### src/core/bptg_pkg.sv
`default_nettype none
package bptg_pkg;
  // ==========================================
  // Timebase
  localparam int unsigned CLK_HZ    = 40_000_000;
  localparam int unsigned REF_HZ    = 10_000_000;
  localparam int unsigned TICK_DIV  = CLK_HZ / REF_HZ;
  localparam logic [1:0]  TICK_LAST = 2'(TICK_DIV - 1);
  localparam int          COUNT_W   = 34;

  // ==========================================
  // Register word indices (byte address = 4 * index)
  localparam logic [2:0] REG_CTRL   = 3'h0;
  localparam logic [2:0] REG_DELAY  = 3'h1;
  localparam logic [2:0] REG_BURST  = 3'h2;
  localparam logic [2:0] REG_PULSE  = 3'h3;
  localparam logic [2:0] REG_PERIOD = 3'h4;
  localparam logic [2:0] REG_STATUS = 3'h5;

  // ==========================================
  // Field positions and reset values
  localparam int         CTL_MAN     = 8;
  localparam int         SET_DIG_LSB = 0;
  localparam int         SET_RNG_LSB = 16;
  localparam logic [4:0] CTRL_RST    = 5'h02;
  localparam logic [3:0] RNG_SPECIAL = 4'h0;

  // ==========================================
  // Types
  typedef struct packed {
    logic [3:0] rng;
    logic [9:0] dig;
  } bptg_set_t;

  typedef struct packed {
    logic marker_src;
    logic square;
    logic two_phase;
    logic edge_rise;
    logic cont;
  } bptg_ctrl_t;

  typedef enum logic [1:0] {
    ST_IDLE  = 2'h0,
    ST_DELAY = 2'h1,
    ST_BURST = 2'h3,
    ST_DEAD  = 2'h2
  } bptg_state_t;

  // Reference ticks per unit digit for each range code
  function automatic logic [23:0] base_ticks(input logic [3:0] rng);
    case (rng)
      4'h1:    base_ticks = 24'h000001;
      4'h2:    base_ticks = 24'h00000A;
      4'h3:    base_ticks = 24'h000064;
      4'h4:    base_ticks = 24'h0003E8;
      4'h5:    base_ticks = 24'h002710;
      4'h6:    base_ticks = 24'h0186A0;
      4'h7:    base_ticks = 24'h0F4240;
      4'h8:    base_ticks = 24'h989680;
      default: base_ticks = 24'h000000;
    endcase
  endfunction : base_ticks
endpackage : bptg_pkg
`default_nettype wire

### src/core/bptg_core.sv
`timescale 1ns/100ps
`default_nettype none
// Contract
// - Trigger edge polarity follows edge select
// - Continuous mode restarts cycle at once
// - Manual request starts one cycle now
// - Otherwise only valid trigger starts cycle
// - Cycle indicator spans start to burst end
// - Trigger and manual starts recognised only while gate high; continuous mode starts regardless of gate
// - Triggers ignored while response unfinished
// - Each time is range times digits
// - Timing derived from divided 10 MHz
// - Delay precedes burst; zero when none
// - Single or short window gives one pulse
// - Started pulse always runs full length
// - Pulses repeat each period within window
// - Half period mode sets pulse length
// - Period spaces starts of adjacent pulses
// - Dead time of one period after burst, none in continuous mode
// - Flag inconsistent settings as conflict
// - Burst marker shows window or delay
// - Pulse marker follows pulse timing
// - Two phase doubles pulse with negative half
// - Square mode suppresses baseline during window
// - Pulse indicator high while pulse runs
// - Settings take effect from next cycle
// - Two phase needs period above twice length
module bptg_core #(
  parameter int COUNT_W = bptg_pkg::COUNT_W
) (
  // Clock and reset
  input  wire logic        clk,
  input  wire logic        rstn,
  // Avalon-MM slave
  input  wire logic [2:0]  avs_address,
  input  wire logic        avs_read,
  input  wire logic        avs_write,
  input  wire logic [31:0] avs_writedata,
  output logic      [31:0] avs_readdata,
  output logic             avs_waitrequest,
  // External start
  input  wire logic        trig,
  input  wire logic        gate,
  // Indicators and markers
  output logic             cycle_active_indicator,
  output logic             pulse_active_indicator,
  output logic             pulse_marker_output,
  output logic             burst_marker_output,
  output logic             setting_conflict_flag,
  output logic             negative_phase,
  output logic             baseline_suppress
);

  // ==========================================
  // Timebase
  logic [1:0] div_r;
  wire        tick = (div_r == bptg_pkg::TICK_LAST);

  always_ff @(posedge clk) begin
    if (!rstn) div_r <= 2'h0;
    else div_r <= tick ? 2'h0 : 2'(div_r + 2'h1);
  end

  // ==========================================
  // Register bus
  logic                  wait_r;
  logic [31:0]           rdata_r;
  bptg_pkg::bptg_ctrl_t  ctrl_r;
  bptg_pkg::bptg_set_t   dly_r;
  bptg_pkg::bptg_set_t   bst_r;
  bptg_pkg::bptg_set_t   pls_r;
  bptg_pkg::bptg_set_t   per_r;
  logic                  man_r;
  bptg_pkg::bptg_state_t st_r;
  logic                  cyc_r;
  logic                  pact_r;
  logic                  bmk_r;
  logic                  conf_r;
  logic                  neg_r;
  logic                  supp_r;

  wire                   acc    = (avs_read | avs_write) & wait_r;
  wire                   wr_en  = avs_write & ~wait_r;
  wire                   wr_ctl = wr_en & (avs_address == bptg_pkg::REG_CTRL);
  wire bptg_pkg::bptg_set_t wset = {avs_writedata[bptg_pkg::SET_RNG_LSB +: 4],
                                    avs_writedata[bptg_pkg::SET_DIG_LSB +: 10]};

  function automatic logic [31:0] set_word(input bptg_pkg::bptg_set_t s);
    set_word = {12'h000, s.rng, 6'h00, s.dig};
  endfunction : set_word

  wire [31:0] rd_w =
    (avs_address == bptg_pkg::REG_CTRL)   ? {27'h0000000, ctrl_r} :
    (avs_address == bptg_pkg::REG_DELAY)  ? set_word(dly_r) :
    (avs_address == bptg_pkg::REG_BURST)  ? set_word(bst_r) :
    (avs_address == bptg_pkg::REG_PULSE)  ? set_word(pls_r) :
    (avs_address == bptg_pkg::REG_PERIOD) ? set_word(per_r) :
    (avs_address == bptg_pkg::REG_STATUS) ? {26'h0000000, st_r, bmk_r, conf_r, pact_r, cyc_r} :
    32'h00000000;

  always_ff @(posedge clk) begin
    if (!rstn) begin
      wait_r  <= 1'b1;
      rdata_r <= 32'h00000000;
      man_r   <= 1'b0;
    end else begin
      wait_r  <= ~acc;
      rdata_r <= acc ? rd_w : rdata_r;
      man_r   <= wr_ctl & avs_writedata[bptg_pkg::CTL_MAN];
    end
  end

  always_ff @(posedge clk) begin
    if (!rstn) begin
      ctrl_r <= bptg_pkg::CTRL_RST;
      dly_r  <= 14'h0000;
      bst_r  <= 14'h0000;
      pls_r  <= 14'h0000;
      per_r  <= 14'h0000;
    end else if (wr_en) begin
      if (avs_address == bptg_pkg::REG_CTRL) ctrl_r <= avs_writedata[4:0];
      if (avs_address == bptg_pkg::REG_DELAY) dly_r <= wset;
      if (avs_address == bptg_pkg::REG_BURST) bst_r <= wset;
      if (avs_address == bptg_pkg::REG_PULSE) pls_r <= wset;
      if (avs_address == bptg_pkg::REG_PERIOD) per_r <= wset;
    end
  end

  // ==========================================
  // Input synchronisers and edge detect
  logic [2:0] trig_s_r;
  logic [1:0] gate_s_r;

  always_ff @(posedge clk) begin
    if (!rstn) begin
      trig_s_r <= {3{trig}};
      gate_s_r <= 2'h3;
    end else begin
      trig_s_r <= {trig_s_r[1:0], trig};
      gate_s_r <= {gate_s_r[0], gate};
    end
  end

  wire gate_s   = gate_s_r[1];
  wire trig_evt = ctrl_r.edge_rise ? (trig_s_r[1] & ~trig_s_r[2])
                                   : (~trig_s_r[1] & trig_s_r[2]);

  // ==========================================
  // Live timing values
  function automatic logic [COUNT_W-1:0] tval(input bptg_pkg::bptg_set_t s);
    tval = COUNT_W'(s.dig) * COUNT_W'(bptg_pkg::base_ticks(s.rng));
  endfunction : tval

  wire [COUNT_W-1:0] dly_v  = tval(dly_r);
  wire [COUNT_W-1:0] bst_v  = tval(bst_r);
  wire [COUNT_W-1:0] per_v  = tval(per_r);
  wire [COUNT_W-1:0] plen_v = (pls_r.rng == bptg_pkg::RNG_SPECIAL) ? (per_v >> 1) : tval(pls_r);
  wire [COUNT_W:0]   pl2_v  = {plen_v, 1'b0};
  wire               one_v  = (bst_r.rng == bptg_pkg::RNG_SPECIAL) | (bst_v < plen_v);
  wire               conf_w = (plen_v == {COUNT_W{1'b0}}) | (per_v < plen_v)
                            | (ctrl_r.two_phase & ({1'b0, per_v} <= pl2_v));

  // ==========================================
  // Cycle sequencer
  logic [COUNT_W-1:0] cnt_r;
  logic [COUNT_W-1:0] perc_r;
  logic [COUNT_W:0]   pc_r;
  logic               pon_r;
  logic               win_r;
  logic [COUNT_W-1:0] d_l;
  logic [COUNT_W-1:0] b_l;
  logic [COUNT_W-1:0] pl_l;
  logic [COUNT_W-1:0] per_l;
  logic               one_l;
  logic               two_l;
  logic               sq_l;
  logic               msrc_l;

  wire               idle     = (st_r == bptg_pkg::ST_IDLE);
  wire               in_burst = (st_r == bptg_pkg::ST_BURST);
  wire [COUNT_W:0]   cnt1     = (COUNT_W+1)'(cnt_r) + (COUNT_W+1)'(1);
  wire [COUNT_W:0]   perc1    = (COUNT_W+1)'(perc_r) + (COUNT_W+1)'(1);
  wire [COUNT_W:0]   pc1      = pc_r + (COUNT_W+1)'(1);
  wire [COUNT_W:0]   pe_w     = two_l ? {pl_l, 1'b0} : {1'b0, pl_l};
  wire               pc_done  = pon_r & (pc1 >= pe_w);
  wire               win_end  = cnt1 >= {1'b0, b_l};
  wire               re_pulse = ~one_l & win_r & ~win_end & (perc1 >= {1'b0, per_l});
  wire               pon_t    = re_pulse | (pon_r & ~pc_done);
  wire               win_t    = win_r & ~win_end;
  wire               b_fin    = in_burst & tick & ~win_t & ~pon_t;
  wire               start_w  = idle & (ctrl_r.cont | (gate_s & (man_r | trig_evt)));
  wire               new_cyc  = start_w | (b_fin & ctrl_r.cont);
  wire               dly_fin  = (st_r == bptg_pkg::ST_DELAY) & tick & (cnt1 >= {1'b0, d_l});
  wire               dead_fin = (st_r == bptg_pkg::ST_DEAD) & tick & (cnt1 >= {1'b0, per_l});
  wire               go_burst = (new_cyc & (dly_v == {COUNT_W{1'b0}})) | dly_fin;
  wire               go_delay = new_cyc & (dly_v != {COUNT_W{1'b0}});
  wire               pls_new  = go_burst | (in_burst & tick & re_pulse);

  wire bptg_pkg::bptg_state_t st_nxt =
    go_burst ? bptg_pkg::ST_BURST :
    go_delay ? bptg_pkg::ST_DELAY :
    b_fin    ? bptg_pkg::ST_DEAD  :
    dead_fin ? bptg_pkg::ST_IDLE  : st_r;

  wire [COUNT_W-1:0] cnt_nxt  = (go_burst | go_delay | b_fin) ? {COUNT_W{1'b0}} :
                                (tick & ~idle) ? cnt1[COUNT_W-1:0] : cnt_r;
  wire [COUNT_W-1:0] perc_nxt = pls_new ? {COUNT_W{1'b0}} :
                                (tick & in_burst) ? perc1[COUNT_W-1:0] : perc_r;
  wire [COUNT_W:0]   pc_nxt   = pls_new ? {(COUNT_W+1){1'b0}} :
                                (tick & pon_r) ? pc1 : pc_r;
  wire               pon_nxt  = go_burst | (in_burst & (tick ? pon_t : pon_r));
  wire               win_nxt  = go_burst | (in_burst & (tick ? win_t : win_r));

  always_ff @(posedge clk) begin
    if (!rstn) begin
      st_r   <= bptg_pkg::ST_IDLE;
      cnt_r  <= {COUNT_W{1'b0}};
      perc_r <= {COUNT_W{1'b0}};
      pc_r   <= {(COUNT_W+1){1'b0}};
      pon_r  <= 1'b0;
      win_r  <= 1'b0;
    end else begin
      st_r   <= st_nxt;
      cnt_r  <= cnt_nxt;
      perc_r <= perc_nxt;
      pc_r   <= pc_nxt;
      pon_r  <= pon_nxt;
      win_r  <= win_nxt;
    end
  end

  // Settings captured at cycle start
  always_ff @(posedge clk) begin
    if (!rstn) begin
      d_l    <= {COUNT_W{1'b0}};
      b_l    <= {COUNT_W{1'b0}};
      pl_l   <= {COUNT_W{1'b0}};
      per_l  <= {COUNT_W{1'b0}};
      one_l  <= 1'b1;
      two_l  <= 1'b0;
      sq_l   <= 1'b0;
      msrc_l <= 1'b0;
    end else if (new_cyc) begin
      d_l    <= dly_v;
      b_l    <= bst_v;
      pl_l   <= plen_v;
      per_l  <= per_v;
      one_l  <= one_v;
      two_l  <= ctrl_r.two_phase;
      sq_l   <= ctrl_r.square;
      msrc_l <= ctrl_r.marker_src;
    end
  end

  // ==========================================
  // Registered outputs
  always_ff @(posedge clk) begin
    if (!rstn) begin
      cyc_r  <= 1'b0;
      pact_r <= 1'b0;
      bmk_r  <= 1'b0;
      conf_r <= 1'b0;
      neg_r  <= 1'b0;
      supp_r <= 1'b0;
    end else begin
      cyc_r  <= (st_r == bptg_pkg::ST_DELAY) | in_burst;
      pact_r <= in_burst & pon_r;
      bmk_r  <= msrc_l ? (st_r == bptg_pkg::ST_DELAY) : (in_burst & win_r);
      conf_r <= conf_w;
      neg_r  <= in_burst & pon_r & two_l & (pc_r >= {1'b0, pl_l});
      supp_r <= in_burst & win_r & sq_l;
    end
  end

  assign avs_readdata           = rdata_r;
  assign avs_waitrequest        = wait_r;
  assign cycle_active_indicator = cyc_r;
  assign pulse_active_indicator = pact_r;
  assign pulse_marker_output    = pact_r;
  assign burst_marker_output    = bmk_r;
  assign setting_conflict_flag  = conf_r;
  assign negative_phase         = neg_r;
  assign baseline_suppress      = supp_r;
endmodule : bptg_core
`default_nettype wire

### config.mk
export PLATFORM = sky130hd
export DESIGN_NAME = bptg_core
export DESIGN_NICKNAME = d
export VERILOG_FILES = /design/src/core/bptg_pkg.sv /design/src/core/bptg_core.sv
export SDC_FILE = /design/constraint.sdc
export NUM_CORES = 2
export LEC_CHECK = 0
export BUFFER_PORTS_ARGS = -buffer_cell sky130_fd_sc_hd__buf_2
export CAP_MARGIN = 20
export CORE_MARGIN = 2
export CORE_UTILIZATION = 60
export DETAILED_ROUTE_END_ITERATION = 8
export PLACE_DENSITY = 0.76
export SLEW_MARGIN = 40
export SYNTH_ARGS = -nofsm -noshare
export SYNTH_HDL_FRONTEND = slang
export SYNTH_SLANG_ARGS = --single-unit
### constraint.sdc
create_clock -name clk -period 9.4 [get_ports clk]
set_input_delay 0.47 -clock clk [delete_from_list [all_inputs] [get_ports clk]]
set_output_delay 0.47 -clock clk [all_outputs]
set_load 0.01 [all_outputs]
Yosys cells after proc, flatten, opt, wreduce, memory -nomap -nowiden

Memory sizes are Yosys's and may differ from the RTL's. A register that Yosys moved wholly into a read port is not among the register bits.
Index checks and enable logic that the tools add are counted.

Bits in registers: 355
ROM bits: 1344
Input port bits: 41
Output and inout port bits: 40
Word-level logic and storage cells: 171
Memories kept: 4

Memory list:

| name             | depth | width | read ports | clocked after memory_dff | write ports | line           | source |
|---|---|---|---|---|---|---|---|
| (name not given) | 16    | 21    | 1          | 1                        | 0           | bptg_pkg.sv:52 | `case (rng)` |
| (name not given) | 16    | 21    | 1          | 1                        | 0           | bptg_pkg.sv:52 |  |
| (name not given) | 16    | 21    | 1          | 1                        | 0           | bptg_pkg.sv:52 |  |
| (name not given) | 16    | 21    | 1          | 1                        | 0           | bptg_pkg.sv:52 |  |

Add/subtract/negate cells: 4
Multipliers: 4
Order comparisons: 9
Equality and inequality tests: 9
Multiplexer cells: 25
Bitwise logic cells: 61
Reductions and logical operators: 16

Operators by type and width:

| cell                  | count |
|---|---|
| $ge 35x34->1          | 5 |
| $mul 10x24->34        | 4 |
| $mux 20               | 5 |
| $add 34x1->35 const B | 2 |
| $logic_not 34->1      | 2 |
| $lt 34x34->1          | 2 |
| $add 35x1->35 const B | 1 |
| $and 1x1->1           | 35 |
| $ge 35x35->1          | 1 |
| $le 34x35->1          | 1 |
| $mux 35               | 1 |
| $mux 34               | 1 |
| $reduce_bool 34->1    | 1 |
| $mux 4                | 8 |
| $or 1x1->1            | 15 |
| $not 1->1             | 11 |
| $reduce_and 2->1      | 5 |
| $logic_not 4->1       | 2 |
| $mux 2                | 4 |
| $eq 2x2->1 const B    | 3 |
| $eq 3x2->1 const B    | 2 |
| $eq 3x3->1 const B    | 2 |
| $mux 6                | 1 |
| $reduce_or 2->1       | 3 |
| 8 further kinds       | 11 |

Logic depth before layout (Yosys ltp)

Depth in word-level cells: 15
Depth in mapped cells: 34
Mapped depth without buffers: 33

Worst setup path before layout

OpenSTA, ideal clock, no wires.

Kind: flip-flop to flip-flop
From: register per_r[1] (netlist bit)
To: register conf_r, in the netlist setting_conflict_flag
Library setup time: 0.060 ns
Data arrival time: 7.625 ns
Data required time: 9.340 ns
Setup slack: 1.715 ns
Stages on the path, launching flop included: 33
Path buffers: 2
Clock period less this slack: 7.685 ns
Path through: dfxtp_1 -> clkbuf_1 -> clkbuf_1 -> nand2_1 -> fa_1 -> inv_1 -> fa_1 -> inv_1 -> fa_1 -> inv_1 -> fa_1 -> inv_1 -> fa_1 -> inv_1 -> ha_1 -> a2111oi_0 -> nor3_2 -> a21boi_0 -> o21ai_0 -> xor2_1 -> o21ai_0 -> ha_1 -> nand4_1 -> nor2_1 -> o31ai_1 -> o211ai_1 -> a31o_2 -> maj3_1 -> a311o_1 -> a221oi_1 -> o31ai_1 -> nor2_1 -> o41a_1

Word-level cells in the longest chain between the ends: 5
Elaborated cells between the ends (all ways): 8
Those cells by class: mul (1); order compare (2); mux (1); bitwise (3); reduce/logical (1)

Ends and longest elaborated chain:

| element                                          | line                               | source |
|---|---|---|
| start, declared                                  | bptg_core.sv:72                    | `bptg_pkg::bptg_set_t per_r;` |
| start signal, assigned                           | bptg_core.sv:125                   | `if (avs_address == bptg_pkg::REG_PERIOD) per_r <= wset;` |
| $mul 10x24->34 (*)                               | bptg_core.sv:151                   | `tval = COUNT_W'(s.dig) * COUNT_W'(bptg_pkg::base_ticks(s.rng));` |
| net per_v[13]                                    | bptg_core.sv:156                   | `wire [COUNT_W-1:0] per_v = tval(per_r);` |
| $mux 34                                          | bptg_core.sv:157                   | `wire [COUNT_W-1:0] plen_v = (pls_r.rng == bptg_pkg::RNG_SPECIAL) ? (per_v >> 1) : tval(pls_r);` |
| $le 34x35->1 (tied with other cells)             | bptg_core.sv:161                   | `\| (ctrl_r.two_phase & ({1'b0, per_v} <= pl2_v));` |
| $and 1x1->1 / $or 1x1->1 (equally long branches) | bptg_core.sv:161, bptg_core.sv:160 |  |
| $or 1x1->1 (*)                                   | bptg_core.sv:161                   |  |
| end signal, assigned                             | bptg_core.sv:269                   | `conf_r <= conf_w;` |
| end, declared                                    | bptg_core.sv:78                    | `logic conf_r;` |

Mark *: on every way through the listed nets, which the timed path passes. The rest lies on a longest branch.
A chain may end at the register's enable or synchronous reset.

Final worst setup path

From: register per_r[5] (netlist bit)
To: register conf_r, in the netlist setting_conflict_flag

The elaborated chain is that of the path after synthesis.

==> summary by stage <==
STA
In the finished design, the share of the clock period the worst path needs comes to 0.8981. The worst hold slack across all endpoints is 0.2006 ns. The count of endpoints failing hold in the final timing report is 0.

The final critical path time including I/O delays and setup is 8.442 ns. The final number of setup-violating endpoints is 0. Setup repair after global routing left no endpoint under its margin. The number of pins with negative max-slew slack in the final report is 0. The setup clock skew after layout is 0.03598 ns. In this run the tightest slew margin relative to its limit is 0.3610. The setup TNS is 0 ns. At the pin with the least slew margin, the transition time is 0.9484 ns. The maximum achievable frequency is 0.1185 GHz.

CTS
The clock drives 401 sinks. The H-tree generated during clock tree synthesis spans 2 levels. The cell chosen for the clock root is sky130_fd_sc_hd__clkbuf_16.

The clock insertion delay at the later pin of the skew report is 0.66 ns. The number of hold buffers added after CTS was 2. The TritonCTS clock tree is built. Post-CTS timing repair inserted 0 buffers for setup. The post-CTS clock slew at the launch and capture registers of the worst setup and hold paths is 0.07 ns. TritonCTS created 50 clock buffers. The total of cells resized after clock tree synthesis is 0.

Counting along the longest clock path gives a buffer depth of 3.

Global routing
The total track usage is 0.3433. The first global-routing pass estimated 243900 um of wire. The number of antenna violations at the first check in global routing was 11. Entering global routing, the biggest net connects 163 pins. Global routing finished with a remaining overflow of 0. The via count of the first global-routing pass is 43.95k.

Pwr
The leakage power is 27.42 nW. For this design the ratio of total power to cell area is 76.40 nW/um^2. The peak supply drop is 0.0001531 V.

Drt
Across all layers, the routed design uses 44.07k vias. The total routed wirelength is 153800 um. For this run, design rule violations remaining after detail routing come to 0. The first detailed-routing pass ran for 6 iterations. After detailed routing, the average wire length per cell comes to 20.75 um. In this run the remaining antenna-violating nets after routing total 0. The detailed router finished its first iteration with 4056 violations.

After detailed routing, the number of vias per cell comes to 5.948.

Die
The chip height is 300.6 um. The area of the die is 90330 sq um. The boundary pin count is 81.

The starting utilization of the core area is 0.6064. The number of core rows is 108. The area inside the core boundary is 87020 sq um. The die width is 300.6 um.

Synthesis
The top cell type by total area after synthesis is sky130_fd_sc_hd__fa_1. The area of the mapped netlist is 52770 sq um. The number of library cell types mapped by synthesis is 100. After synthesis, the cell types taking the most area are sky130_fd_sc_hd__fa_1, sky130_fd_sc_hd__dfxtp_1, sky130_fd_sc_hd__ha_1. The share of async-settable or async-resettable flops after synthesis is 0. Yosys printed 0 warnings.

In this run, synthesis inferred 0 flip-flops with an integrated enable. The most used flip-flop cell after synthesis is sky130_fd_sc_hd__dfxtp_1. Of the synthesized area, sequential elements account for 0.1521.

The mean instance size in the synthesized netlist is 8.369 sq um. The share of synthesized area in the top cell type comes to 0.2216. The flop and latch count out of synthesis is 401. The synthesized instance count is 6305.

Placement
The count of input and output buffers is 44. Routability-driven placement finished with a final weighted congestion of 0.9760. Detailed placement finished with a half-perimeter wire length of 121800 um.

Critical path
Data on the critical path is required at its endpoint by 9.99 ns. For flop-to-flop paths, the worst setup slack is 0.96 ns. The slowest stage cell on the critical path is sky130_fd_sc_hd__dfxtp_1. The worst setup path is captured at a flip-flop. The worst setup path is launched from a flip-flop. The category of the most critical setup path is flip-flop to flip-flop. Tracing the worst setup path back leads to its startpoint at per_r[5]$_SDFFE_PN0P_. The worst reg2reg path endpoint is setting_conflict_flag$_SDFF_PN0_. The worst stage delay on the critical path is 0.66 ns. The peak fanout along the critical path is 9. The cell depth of the worst flop-to-flop path is 31. In this run the worst setup path terminates at setting_conflict_flag$_SDFF_PN0_. The worst path arrival time is 9.03 ns.

In this run the critical register-to-register path is launched from per_r[5]$_SDFFE_PN0P_. By instance count, the cell type seen most on the critical path is sky130_fd_sc_hd__fa_1.

Cells and area
The library cell used most frequently in the layout, excluding fill and tap cells, is sky130_fd_sc_hd__inv_1. The post-layout net count is 7457. In the layout the commonest cells are sky130_fd_sc_hd__inv_1, sky130_fd_sc_hd__nand2_1, sky130_fd_sc_hd__ha_1, sky130_fd_sc_hd__fa_1, sky130_fd_sc_hd__and2_1. The synthesis-to-layout area growth is 5.674%. The ratio of cells with drive above 1 in the final layout is 0.05054.

Run
The tool flagged a number of max-cap violations equal to 0.

Min path
The tightest min-delay check is of the input port to flip-flop type. The number of stages on the worst hold path is 3. The startpoint identified for the worst hold timing path is avs_writedata[6].

Run status
The flow ran to the end, and the final reports show no timing, DRC or antenna violations.
[critical path, delay by kind of cell, from the launching register on]
| kind | cells | cell delay (ns) |
|---|---|---|
| AND/OR/NAND/NOR | 5 | 0.73 |
| buffers and inverters | 4 | 0.36 |
| multiplexers | 1 | 0.15 |
| XOR/XNOR | 1 | 0.32 |
| flip-flops | 1 | 0.66 |
| AO/OA/AOI/OAI | 12 | 2.62 |
| adder cells (fa/ha/maj) | 8 | 3.58 |
[through the flow]
| stage | area (sq um) | utilization | worst slack (ns) | std cells | total power [mW] |
|---|---|---|---|---|---|
| 2_1_floorplan | 52830 | - | 1.715 | 6322 | 2.084 |
| 3_3_place_gp | 53870 | 0.6190 | 1.029 | 7312 | 2.189 |
| 3_5_place_dp | 53920 | 0.6196 | 0.8029 | 7313 | 2.203 |
| 4_1_cts | 55710 | 0.6401 | 0.7814 | 7407 | 4.268 |
| 5_1_grt | 55760 | 0.6407 | 0.3283 | 7408 | 4.378 |
| 6_report | 55760 | 0.6408 | 0.9583 | 7410 | 4.260 |
[power breakdown]
| group | total, mW | switching [mW] | internal [mW] |
|---|---|---|---|
| logic | 0.398 | 0.266 | 0.132 |
| registers | 1.78 | 0.0489 | 1.73 |
| clock network | 2.08 | 0.882 | 1.20 |
[layout make-up]
type / count / area, sq um
Antenna cell: 2 / 5.005
Clock buffer: 58 / 1331
Clock inverter: 34 / 436.7
Fill cell: 7468 / 31260
Inverter: 916 / 3443
Multi-Input combinational cell: 4714 / 40130
Sequential cell: 401 / 8035
Tap cell: 1155 / 1445
Timing Repair Buffer: 130 / 929.6
[cell usage after synthesis, drive strengths merged, types with 117 or more instances]
library cell,instances
and2,437
dfxtp,401
fa,584
inv,916
xnor2,150
clkbuf,221
o21ai,138
xor2,142
nand2,759
a21oi,329
nor2,354
a21o,117
ha,619
[metal layers]
metal,part of all wire,GRT usage,vias up
met5,0.00031,0,-
met4,0.050,0.1448,8
met3,0.089,0.06674,385
met2,0.43,0.5243,1809
met1,0.43,0.4771,21390
li1,-,-,20480
[kinds of logic (layout without fill, tap and decap cells)]
kind of cell | Yosys count | after routing | share of synthesized area
other | 1 | 20 | 0.00007107
XOR/XNOR | 292 | 292 | 0.04847
adder cells (fa/ha/maj) | 1209 | 1209 | 0.3695
AND/OR/NAND/NOR | 2121 | 2121 | 0.1981
buffers and inverters | 1207 | 1138 | 0.08996
AO/OA/AOI/OAI | 967 | 967 | 0.1211
flip-flops | 401 | 401 | 0.1521
multiplexers | 107 | 107 | 0.02068
[worst min path at each step]
| stage | endpoint | slack (ns) |
|---|---|---|
| 4_1_cts | dly_r[7]$_SDFFE_PN0P_ | 0.17 |
| 3_3_place_gp | trig_s_r[1]$_DFF_P_ | 0.41 |
| 6_report | pls_r[6]$_SDFFE_PN0P_ | 0.20 |
| 5_1_grt | dly_r[5]$_SDFFE_PN0P_ | 0.20 |
| 3_5_place_dp | trig_s_r[1]$_DFF_P_ | 0.42 |
| 2_1_floorplan | gate_s_r[1]$_SDFF_PN1_ | 0.39 |
Power figures use the tool's default switching activity.
